===== src/pkg/rsp_defines.vh =====
// constants shared by the rtc serial port and its register store
`ifndef RSP_DEFINES_VH
`define RSP_DEFINES_VH

// --------------------------------------------------------------
// register space
// --------------------------------------------------------------
`define RSP_REG_COUNT 32
`define RSP_REG_AW 5
`define RSP_PTR_W 6
`define RSP_CAL_BYTES 8
`define RSP_CAL_LAST 5'h07

// --------------------------------------------------------------
// calendar byte offsets
// --------------------------------------------------------------
`define RSP_OFS_HSEC 0
`define RSP_OFS_SEC 1
`define RSP_OFS_MIN 2
`define RSP_OFS_HOUR 3
`define RSP_OFS_DAY 4
`define RSP_OFS_DATE 5
`define RSP_OFS_MONTH 6
`define RSP_OFS_YEAR 7

// --------------------------------------------------------------
// field positions and reset values
// --------------------------------------------------------------
`define RSP_STOP_BIT 7
`define RSP_CMD_WRITE_BIT 7
`define RSP_RST_ZERO 8'h00
`define RSP_RST_ONE 8'h01

// --------------------------------------------------------------
// bcd roll-over points
// --------------------------------------------------------------
`define RSP_HSEC_MAX 8'h99
`define RSP_MINSEC_MAX 7'h59
`define RSP_HOUR_MAX 6'h23
`define RSP_DAY_MAX 3'h7
`define RSP_MONTH_MAX 5'h12
`define RSP_YEAR_MAX 8'h99
`define RSP_MONTH_FEB 5'h02
`define RSP_MONTH_APR 5'h04
`define RSP_MONTH_JUN 5'h06
`define RSP_MONTH_SEP 5'h09
`define RSP_MONTH_NOV 5'h11

`endif


===== src/core/rsp_reg_store.v =====
// 32-byte register store of the real-time clock, flip-flop based
`timescale 1ns/1ns
`include "rsp_defines.vh"

module rsp_reg_store #(
  parameter REG_COUNT = `RSP_REG_COUNT,
  parameter AW = `RSP_REG_AW
)(
  input wire clock, // system clock
  input wire rst_n, // async reset, active low
  input wire clkEn, // freezes all state while low
  input wire wrEn, // serial write of one byte
  input wire [AW-1:0] wrAddr, // byte index of the write
  input wire [7:0] wrData, // byte written
  input wire [AW-1:0] rdAddr, // byte index read
  output wire [7:0] rdData, // byte at rdAddr, straight from the flops
  input wire [`RSP_CAL_BYTES-1:0] calUpd, // calendar byte update strobes
  input wire [8*`RSP_CAL_BYTES-1:0] calNext, // calendar next values
  output wire [8*`RSP_CAL_BYTES-1:0] calView // current calendar bytes
);

  reg [7:0] mem [0:REG_COUNT-1];

  // --------------------------------------------------------------
  // reset values: calendar starts on day, date and month one
  // --------------------------------------------------------------
  function [7:0] resetValue;
    input integer idx;
    begin
      if (idx == `RSP_OFS_DAY || idx == `RSP_OFS_DATE || idx == `RSP_OFS_MONTH) begin
        resetValue = `RSP_RST_ONE;
      end else begin
        resetValue = `RSP_RST_ZERO;
      end
    end
  endfunction

  // --------------------------------------------------------------
  // storage
  // --------------------------------------------------------------
  genvar g;
  generate
    for (g = 0; g < REG_COUNT; g = g + 1) begin : gByte
      always @(posedge clock or negedge rst_n) begin
        if (!rst_n) begin
          mem[g] <= resetValue(g);
        end else if (clkEn) begin
          // a software write wins over a same-cycle calendar carry
          if (wrEn && {{(32-AW){1'b0}}, wrAddr} == g) begin
            mem[g] <= wrData;
          end else if (g < `RSP_CAL_BYTES) begin
            if (calUpd[g % `RSP_CAL_BYTES]) begin
              mem[g] <= calNext[(g % `RSP_CAL_BYTES)*8 +: 8];
            end
          end
        end
      end
    end
    for (g = 0; g < `RSP_CAL_BYTES; g = g + 1) begin : gView
      assign calView[g*8 +: 8] = mem[g];
    end
  endgenerate

  assign rdData = mem[rdAddr];

endmodule // rsp_reg_store


===== src/core/rsp_serial_port.v =====
// serial slave port and bcd calendar of the real-time clock
`timescale 1ns/1ns
`include "rsp_defines.vh"

// --------------------------------------------------------------
// --------------------------------------------------------------

module rsp_serial_port #(
  parameter PTR_W = `RSP_PTR_W
)(
  input wire clock, // 20 MHz system clock
  input wire rst_n, // async reset, active low
  input wire clkEn, // freezes all state while low
  input wire hundredthTick, // one-cycle pulse every 10 ms
  input wire serialClock, // bus clock from the master
  input wire chipSelN, // chip select, active low
  input wire serial_in_line, // serial data from the master
  output wire serial_out_line, // serial data to the master
  output wire serialOutEn, // high while serial_out_line is driven
  output wire clockAccess // calendar bytes being accessed at pointer 0-7, not through their aliases at 32-39
);

  // --------------------------------------------------------------
  // port state
  // --------------------------------------------------------------
  reg sclPrev;
  reg selPrev;
  reg armed;
  reg inCmd;
  reg dirWrite;
  reg loadPending;
  reg sdoBit;
  reg sdoEn;
  reg [2:0] bitCnt;
  reg [PTR_W-1:0] ptr;
  reg [6:0] shiftIn;
  reg [7:0] outByte;
  reg next_inCmd;
  reg next_dirWrite;
  reg next_loadPending;
  reg next_sdoBit;
  reg next_sdoEn;
  reg [2:0] next_bitCnt;
  reg [PTR_W-1:0] next_ptr;
  reg [6:0] next_shiftIn;
  reg wrStrobe;
  reg pendTick;

  wire [7:0] rdData;
  wire [7:0] byteIn = {shiftIn, serial_in_line};
  wire [2:0] outIdx = ~bitCnt;
  wire sclRise = serialClock & ~sclPrev;
  wire sclFall = ~serialClock & sclPrev;
  wire selFall = selPrev & ~chipSelN;
  wire armedNow = armed | selFall;

  // --------------------------------------------------------------
  // serial protocol
  // --------------------------------------------------------------
  always @* begin
    next_bitCnt = bitCnt;
    next_inCmd = inCmd;
    next_dirWrite = dirWrite;
    next_ptr = ptr;
    next_shiftIn = shiftIn;
    next_loadPending = 1'b0;
    next_sdoBit = sdoBit;
    next_sdoEn = sdoEn;
    wrStrobe = 1'b0;
    if (chipSelN) begin
      next_bitCnt = 3'h0;
      next_inCmd = 1'b1;
      next_dirWrite = 1'b0;
      next_sdoEn = 1'b0;
    end else if (armedNow) begin
      if (sclRise) begin
        next_shiftIn = byteIn[6:0];
        next_bitCnt = bitCnt + 3'h1;
        if (bitCnt == 3'h7) begin
          if (inCmd) begin
            next_inCmd = 1'b0;
            next_dirWrite = byteIn[`RSP_CMD_WRITE_BIT];
            // address bit 6 is a don't-care; pointer keeps six bits
            next_ptr = byteIn[PTR_W-1:0];
            next_loadPending = ~byteIn[`RSP_CMD_WRITE_BIT];
          end else begin
            next_ptr = ptr + {{(PTR_W-1){1'b0}}, 1'b1};
            wrStrobe = dirWrite;
            next_loadPending = ~dirWrite;
          end
        end
      end
      // a falling edge right after a load takes the fresh byte directly
      if (sclFall && !inCmd && !dirWrite) begin
        next_sdoBit = loadPending ? rdData[outIdx] : outByte[outIdx];
        next_sdoEn = 1'b1;
      end
    end
  end

  always @(posedge clock or negedge rst_n) begin
    if (!rst_n) begin
      sclPrev <= 1'b0;
      selPrev <= 1'b0;
      armed <= 1'b0;
      inCmd <= 1'b1;
      dirWrite <= 1'b0;
      loadPending <= 1'b0;
      sdoBit <= 1'b0;
      sdoEn <= 1'b0;
      bitCnt <= 3'h0;
      ptr <= {PTR_W{1'b0}};
      shiftIn <= 7'h00;
      outByte <= 8'h00;
    end else if (clkEn) begin
      sclPrev <= serialClock;
      selPrev <= chipSelN;
      if (selFall) begin
        armed <= 1'b1;
      end
      inCmd <= next_inCmd;
      dirWrite <= next_dirWrite;
      loadPending <= next_loadPending;
      sdoBit <= next_sdoBit;
      sdoEn <= next_sdoEn;
      bitCnt <= next_bitCnt;
      ptr <= next_ptr;
      shiftIn <= next_shiftIn;
      if (loadPending) begin
        outByte <= rdData;
      end
    end
  end

  assign serial_out_line = sdoBit;
  assign serialOutEn = sdoEn;
  assign clockAccess = ~chipSelN & armed & ~inCmd &
    (ptr[PTR_W-1:3] == {(PTR_W-3){1'b0}});

  // --------------------------------------------------------------
  // calendar carry chain
  // --------------------------------------------------------------
  function [7:0] bcdInc;
    input [7:0] v;
    begin
      if (v[3:0] == 4'h9) begin
        bcdInc = {v[7:4] + 4'h1, 4'h0};
      end else begin
        bcdInc = {v[7:4], v[3:0] + 4'h1};
      end
    end
  endfunction

  function [5:0] lastDate;
    input [4:0] month;
    input [7:0] year;
    reg leap;
    begin
      leap = year[4] ? (year[3:0] == 4'h2 || year[3:0] == 4'h6) :
        (year[3:0] == 4'h0 || year[3:0] == 4'h4 || year[3:0] == 4'h8);
      if (month == `RSP_MONTH_FEB) begin
        lastDate = leap ? 6'h29 : 6'h28;
      end else if (month == `RSP_MONTH_APR || month == `RSP_MONTH_JUN ||
                   month == `RSP_MONTH_SEP || month == `RSP_MONTH_NOV) begin
        lastDate = 6'h30;
      end else begin
        lastDate = 6'h31;
      end
    end
  endfunction

  wire [8*`RSP_CAL_BYTES-1:0] calView;
  wire [8*`RSP_CAL_BYTES-1:0] incAll;
  reg [8*`RSP_CAL_BYTES-1:0] calNext;
  reg [`RSP_CAL_BYTES-1:0] calUpd;
  reg [7:0] c;
  reg [7:0] w;

  genvar g;
  generate
    for (g = 0; g < `RSP_CAL_BYTES; g = g + 1) begin : gInc
      assign incAll[g*8 +: 8] = bcdInc(calView[g*8 +: 8]);
    end
  endgenerate

  // ticks wait while the master touches calendar bytes at pointer 0-7, so a read there sees one snapshot
  wire tickGo = ~clockAccess & (hundredthTick | pendTick);

  always @(posedge clock or negedge rst_n) begin
    if (!rst_n) begin
      pendTick <= 1'b0;
    end else if (clkEn) begin
      if (hundredthTick && clockAccess) begin
        pendTick <= 1'b1;
      end else if (tickGo) begin
        pendTick <= 1'b0;
      end
    end
  end

  always @* begin
    w[0] = calView[7:0] == `RSP_HSEC_MAX;
    w[1] = calView[14:8] == `RSP_MINSEC_MAX;
    w[2] = calView[22:16] == `RSP_MINSEC_MAX;
    w[3] = calView[29:24] == `RSP_HOUR_MAX;
    w[4] = calView[34:32] == `RSP_DAY_MAX;
    w[5] = calView[45:40] == lastDate(calView[52:48], calView[63:56]);
    w[6] = calView[52:48] == `RSP_MONTH_MAX;
    w[7] = calView[63:56] == `RSP_YEAR_MAX;
    c[0] = tickGo & ~calView[8*`RSP_OFS_SEC + `RSP_STOP_BIT];
    c[1] = c[0] & w[0];
    c[2] = c[1] & w[1];
    c[3] = c[2] & w[2];
    c[4] = c[3] & w[3];
    c[5] = c[4];
    c[6] = c[5] & w[5];
    c[7] = c[6] & w[6];
    calUpd = c;
    calNext[7:0] = w[0] ? 8'h00 : incAll[7:0];
    calNext[15:8] = {calView[15], w[1] ? 7'h00 : incAll[14:8]};
    calNext[23:16] = {calView[23], w[2] ? 7'h00 : incAll[22:16]};
    calNext[31:30] = (c[7] & w[7]) ? calView[31:30] + 2'h1 : calView[31:30];
    calNext[29:24] = w[3] ? 6'h00 : incAll[29:24];
    calNext[39:32] = {calView[39:35], w[4] ? 3'h1 : calView[34:32] + 3'h1};
    calNext[47:40] = {calView[47:46], w[5] ? 6'h01 : incAll[45:40]};
    calNext[55:48] = {calView[55:53], w[6] ? 5'h01 : incAll[52:48]};
    calNext[63:56] = w[7] ? 8'h00 : incAll[63:56];
  end

  // --------------------------------------------------------------
  // register store: bytes 0-7 calendar, 8-24 control, 25-31 ram
  // --------------------------------------------------------------
  // upper half of the six-bit pointer aliases onto the 32 bytes
  rsp_reg_store #(
    .REG_COUNT(`RSP_REG_COUNT),
    .AW(`RSP_REG_AW)
  ) uStore (
    .clock(clock),
    .rst_n(rst_n),
    .clkEn(clkEn),
    .wrEn(wrStrobe),
    .wrAddr(ptr[`RSP_REG_AW-1:0]),
    .wrData(byteIn),
    .rdAddr(ptr[`RSP_REG_AW-1:0]),
    .rdData(rdData),
    .calUpd(calUpd),
    .calNext(calNext),
    .calView(calView)
  );

endmodule // rsp_serial_port


===== config.mk =====
export PLATFORM = sky130hd
export DESIGN_NAME = rsp_serial_port
export DESIGN_NICKNAME = d
export VERILOG_FILES = /design/src/core/rsp_reg_store.v /design/src/core/rsp_serial_port.v
export VERILOG_INCLUDE_DIRS = /design/src /design/src/pkg
export SDC_FILE = /design/constraint.sdc
export NUM_CORES = 1
export LEC_CHECK = 0
export BUFFER_PORTS_ARGS = -buffer_cell sky130_fd_sc_hd__buf_2
export CAP_MARGIN = 25
export CORE_AREA = 2 2 212 214
export CTS_BUF_LIST = sky130_fd_sc_hd__clkbuf_16
export CTS_CLUSTER_DIAMETER = 60
export DETAILED_ROUTE_END_ITERATION = 10
export DIE_AREA = 0 0 214 216
export GPL_TIMING_DRIVEN = 0
export SKIP_CTS_REPAIR_TIMING = 1
export SLEW_MARGIN = 10
export SYNTH_ARGS = -nofsm -noshare
export SYNTH_HDL_FRONTEND = slang
export SYNTH_SLANG_ARGS = --single-unit

===== constraint.sdc =====
create_clock -name clock -period 7.4 [get_ports clock]
set_clock_uncertainty 0.15 [all_clocks]
set_input_delay 1.11 -clock clock [delete_from_list [all_inputs] [get_ports clock]]
set_output_delay 1.11 -clock clock [all_outputs]
set_load 0.01 [all_outputs]

======== Word-level counts from Yosys, hierarchy flattened ========
Index checks and enable logic that the tools add are counted.
operators by class
  $add $sub $neg .......................... 18
  bitwise gates (word level) .............. 27
  equality and inequality tests ........... 56
  reduce and logical (&&, ||, !) cells .... 123
  multiply operators ...................... 0
  $lt $le $gt $ge ......................... 2
  div/mod/pow operators ................... 0
  shift-type cells ........................ 0
  multiplexer cells ....................... 72
operator list
  operator                                                          number
  8-bit two-way mux                                                 17
  5-bit == test (second input constant)                             18
  2-bit AND reduction                                               40
  5-bit by 4-bit == test with 1-bit output (second input constant)  9
  7-bit two-way mux                                                 6
  8-bit binary-select mux with 5-bit select                         1
  4-bit by 1-bit adder with 4-bit output (second input constant)    9
  6-bit two-way mux                                                 6
  1-bit logical AND                                                 35
  4-bit == test (second input constant)                             8
  5-bit by 3-bit == test with 1-bit output (second input constant)  6
  1-bit two-way mux                                                 30
  3-bit AND reduction                                               10
  2-bit nonzero test                                                15
  3-bit nonzero test                                                7
  5-bit two-way mux                                                 4
  8-bit == test (second input constant)                             2
  1-bit AND                                                         15
  5-bit by 2-bit == test with 1-bit output (second input constant)  3
  3-bit two-way mux                                                 5
  7-bit == test (second input constant)                             2
  3-bit by 1-bit adder with 3-bit output (second input constant)    4
  4-bit AND reduction                                               3
  5-bit AND reduction                                               2
  other kinds (22)                                                  41
word-level totals
  word-level logic and storage cells ...... 356
  output and inout bits ................... 3
  memories kept ........................... 0
  flip-flop bits (word level) ............. 289
  latch bits .............................. 0
  bits in read-only memories .............. 0
  memory bits (writable) .................. 0
  bits of input ports ..................... 7

======== Longest topological paths before layout ========
  depth in word-level cells ............... 17
  depth in mapped cells ................... 12
  gate-level depth less buffers ........... 10

======== Cells and area by module ========
Synthesis repeated with hierarchy kept, for this count alone.
second synthesis, totals
  cells, all modules ...................... 1206
  area, all modules ....................... 15728.8 um^2
modules (own cells, without submodules)
  module           times used  cells each  area an instance (um^2)  sequential area each (um^2)
  rsp_reg_store    1           864         12778.5                  6409.9
  rsp_serial_port  1           342         2950.3                   827.0

======== Worst setup path before layout ========
No wires, ideal clock.
  path type ............................... in2reg
  start point ............................. input port chipSelN
  end point ............................... register uStore.mem, in the netlist uStore.calView[56]
  buffers on the path ..................... 1
  required time ........................... 7.113 ns
  setup slack ............................. 4.189 ns
  data arrival time ....................... 2.924 ns
  stages on the path ...................... 8
  setup time .............................. 0.137 ns
  cell sequence ........................... buf_4 nor2_2 a311oi_4 nand4_2 or4b_4 or4_1 o21ai_0 a2bb2oi_1
between the ends
  word-level cells in the longest chain between the ends .. 15
  elaborated cells between the ends (all ways) .. 21
  those cells by class .................... mux (3); bitwise (15); reduce/logical (3)
RTL lines
  item                           line                   RTL
  start, declared                rsp_serial_port.v:16   input wire chipSelN,
  1-bit NOT (no line)            n/a
  1-bit AND (3 in a row)         rsp_serial_port.v:137  assign clockAccess = ~chipSelN & armed & ~inCmd &
  1-bit NOT                      rsp_serial_port.v:187  wire tickGo = ~clockAccess & (hundredthTick | pendTick);
  1-bit AND                      rsp_serial_port.v:187
  1-bit AND                      rsp_serial_port.v:210  c[0] = tickGo & ~calView[8*`RSP_OFS_SEC + `RSP_STOP_BIT];
  1-bit AND                      rsp_serial_port.v:211  c[1] = c[0] & w[0];
  1-bit AND                      rsp_serial_port.v:212  c[2] = c[1] & w[1];
  1-bit AND                      rsp_serial_port.v:213  c[3] = c[2] & w[2];
  1-bit AND                      rsp_serial_port.v:214  c[4] = c[3] & w[3];
  1-bit AND                      rsp_serial_port.v:216  c[6] = c[5] & w[5];
  1-bit AND                      rsp_serial_port.v:217  c[7] = c[6] & w[6];
  2-bit nonzero test (no line)   n/a
  2-bit AND reduction (no line)  n/a
  end signal, assigned by index  rsp_reg_store.v:46     mem[g] <= resetValue(g);
  end signal, assigned by index  rsp_reg_store.v:50     mem[g] <= wrData;
  end signal, assigned by index  rsp_reg_store.v:53     mem[g] <= calNext[(g % `RSP_CAL_BYTES)*8 +: 8];
  end, declared                  rsp_reg_store.v:22     reg [7:0] mem [0:REG_COUNT-1];
Parallel ways exist; a longest one is shown, timed or not.
A chain may end at the register's enable or synchronous reset.

======== Worst setup path in the final report ========
  start point ............................. register ptr[1]
  end point ............................... register sdoBit (netlist: serial_out_line)
between the ends
  word-level cells in the longest chain between the ends .. 7
RTL lines
  item                                                  line                   RTL
  start, declared                                       rsp_serial_port.v:35   reg [PTR_W-1:0] ptr;
  start signal, assigned                                rsp_serial_port.v:112  ptr <= {PTR_W{1'b0}};
  start signal, assigned                                rsp_serial_port.v:127  ptr <= next_ptr;
  5-bit NOT with 6-bit output (implied by the code)     rsp_reg_store.v:64     assign rdData = mem[rdAddr];
  8-bit binary-select mux with 5-bit select             rsp_reg_store.v:64
  8-bit two-way mux (implied by the code) (2 in a row)  rsp_reg_store.v:64
  1-bit binary-select mux with 3-bit select             rsp_serial_port.v:95   next_sdoBit = loadPending ? rdData[outIdx] : outByte[outIdx];
  1-bit two-way mux (implied by the code)               rsp_serial_port.v:95
  1-bit two-way mux                                     rsp_serial_port.v:95
  end signal, assigned                                  rsp_serial_port.v:124  sdoBit <= next_sdoBit;
  end, declared                                         rsp_serial_port.v:32   reg sdoBit;
Every way passes these cells. The select of a mux whose other input is x is not followed.

==> impl_metrics.ini <==
[worst_setup_path]
crit_path_max_fanout = 11
worstSetupPathType = reg2reg
worstSetupStartpoint = ptr[1]
arrival_ns = 4.19
reg2regPathDepth = 9
end_kind = flip-flop
r2r_start = ptr[1]
required_ns = 7.66
startpoint_type = flip-flop

[pwr]
totalPowerFinal_mw = 3.774
clkPwrFrac_pct = 45.6
power_frac_comb_pct = 10.6
leakage_nw = 7.685
p_seq_share_pct = 43.7
swShare_pct = 27.58
p_switching_mw = 1.041
p_int_mw = 2.733
power_density_nw_per_um2 = 219.2
ir_drop_mv = 0.1433

[yosys]
syn_nets = 1354
async_reset_ff_share_pct = 100.0
synth-simple-area-share_pct = 10.75
ys_dominant_reg_cell = dfrtp_1
synth-edff-count = 0
synthDominantCellAreaShare_pct = 46.88
ys_types = 72
synth_fa_ha_area_share_pct = 2.385
synth-compound-area-share_pct = 10.75
ys_ff_latch = 289
synth_warnings = 0
ys_seq_area_share_pct = 47.57
syn_area_um2 = 15210
synth_top_family_by_area = multiplexers
synth_mux_area_share_pct = 24.72
synth_area_per_cell_um2 = 11.54
synth_area_leaders = dfrtp_1 47%, mux2_2 15%, mux4_2 6.8%, mux2i_1 3.0%, o21ai_0 2.9%
yosysTopAreaCell = dfrtp_1
syn_inst = 1318
synth-xor-area-share_pct = 0.2385

[place]
gp_congestion = 0.9265
io_buffers = 9
place_inst = 1922
hpwl_mm = 33.41
place_area_um2 = 16090
post-place-ws_ns = 3.417

[run]
max-cap-violations = 0

[global_route]
antenna_found_initial = 0
grt_pass1_wl_mm = 73.37
grt.total_usage_pct = 20.81
grt_max_degree = 84
first_global_vias = 11577
grt_overflow = 0

[detailed_routing]
initialDrtViolationCount = 1064
first_pass_iters = 5
ant_nets = 0
wl_mm = 48.04
wl_per_cell_um = 24.25
via_per_inst = 5.801
drc = 0
vias = 11492

[layout]
nFillCells = 4175
nets = 1403
drive_gt1_share_pct = 25.27
n_antenna_cell = 0
syn2layout_area_growth_pct = 13.18
stdcell_count = 1981
fin_area_um2 = 17220

[die]
io_pins = 10
num_rows = 77
die_width_um = 214
die-area_um2 = 46220
die_y_um = 216
core_area_um2 = 43840
start_util_pct = 34.70

[sta]
fmax_mhz = 254.2
hold_viol = 0
worstMarginPinSlew_ns = 0.9441
fin_crit_sh_pct = 53.16
tns_ns = 0
finalCriticalPeriod_ns = 3.934
finalMaxSlewViolations = 0
maxSlewHeadroom_pct = 36.83
grt_setup_unrepaired = false
setup_ws_ns = 3.466
final-setup-viol-count = 0

[clocking]
cts_root_buf = clkbuf_16
cts_tree = yes
clk_latency_ns = 0.53
clk_pin_slew_ns = 0.07
cts_buffers = 34
clock-sinks = 289
clockBufferDepth = 3
ctsHtreeMaxLevel = 2

[min_path]
hp-class = reg2reg
min_from = uStore.mem[79]
holdPathStages = 2

[status]
run_status = finished clean
metrics by stage:
stage          utilization (%)  hold WS, ns
2_1_floorplan                -       0.2885
3_3_place_gp             36.49       0.3078
3_5_place_dp             36.71       0.3181
4_1_cts                  39.25       0.3312
5_1_grt                  39.28       0.3597
6_report                 39.28       0.3278
cell type report:
cell class,count,area (um^2),area share [%]
Multi-Input combinational cell,906,7430,43.15
Sequential cell,289,7237,42.03
Clock buffer,35,875.8,5.087
Tap cell,592,740.7,4.302
Buffer,96,444.2,2.580
Clock inverter,23,237.7,1.381
Timing Repair Buffer,13,150.1,0.8721
Inverter,27,101.3,0.5887
power by group through the flow:
stage               combinational, mW  clock [mW]  sequential [mW]
floorplan                       0.192           0             1.66
global route                    0.425        1.81             1.65
CTS                             0.391        1.74             1.65
finish                          0.401        1.72             1.65
detailed placement              0.390           0             1.68
global placement                0.382           0             1.68
layer usage:
metal	routed length (um)	share of wire, %	global-route usage, %	vias up
li1	-	-	-	4974
met1	20260	42	27.54	5898
met2	21840	45	32.89	489
met3	3757	7.8	4.651	131
met4	2184	4.5	8.881	0
met5	0	0	0	-
registers in the layout, indices dropped and copies added, names as in the netlist:
register and cells:
uStore.calView 64, ptr 6, dirWrite 1, uStore.mem 192
loadPending 1, shiftIn 7, outByte 8, armed 1
bitCnt 3, pendTick 1, serialOutEn 1, serial_out_line 1
sclPrev 1, selPrev 1, inCmd 1
synthesized netlist by cell type, types with 5 or more instances:
cell type	number
nor3b_1	10
buf_2	16
clkbuf_1	65
nand3b_1	6
o21ai_0	87
ha_1	29
o21ai_1	5
nand2_1	96
o22a_1	5
a21oi_1	49
and3_1	27
nor2b_1	11
nand2b_1	11
nor2_1	57
dfrtp_1	285
a31oi_1	7
nor3_1	30
a22oi_1	9
a211oi_1	15
mux2_2	201
o2bb2ai_1	8
buf_4	5
o22ai_1	11
mux4_2	46
inv_1	25
nand3_1	59
mux2i_1	46
buf_6	6
cells in the final DEF, fill, tap and decap left out, drive strengths merged, types with 29 or more instances in the layout:
| cell type | n |
|---|---|
| nor2 | 60 |
| buf | 43 |
| mux4 | 46 |
| nor3 | 32 |
| nand3 | 59 |
| mux2i | 46 |
| mux2 | 201 |
| clkbuf | 100 |
| a21oi | 49 |
| ha | 29 |
| o21ai | 92 |
| nand2 | 96 |
| dfrtp | 285 |
| inv | 31 |
kinds of logic after synthesis:
kind of cell	after synthesis
simple gates	330
mux	293
flops	289
xor+xnor	2
buf+inv	123
compound gates	252
fa+ha+maj	29
worst paths after layout:
kind | to | slack, ns
worst max-delay path | serial_out_line | 3.47
worst min-delay path | uStore.mem[79] | 0.33
worst max register to register | serial_out_line | 3.47
worst min register to register | uStore.mem[79] | 0.33
max in group asynchronous | uStore.mem[81] | 5.18
min in group asynchronous | uStore.calView[16] | 0.35
worst max-delay path: stages (launching register included):
cell and delay, ns:
dfrtp_1 0.37, clkbuf_1 0.54, clkinv_1 0.65, nand2_1 0.42, o21ai_0 0.13, a2111oi_0 0.68, nor4_1 0.23, a2111o_1 0.46
nand3_1 0.09, o41ai_1 0.08
No activity file was read; power rests on OpenSTA's default activity.
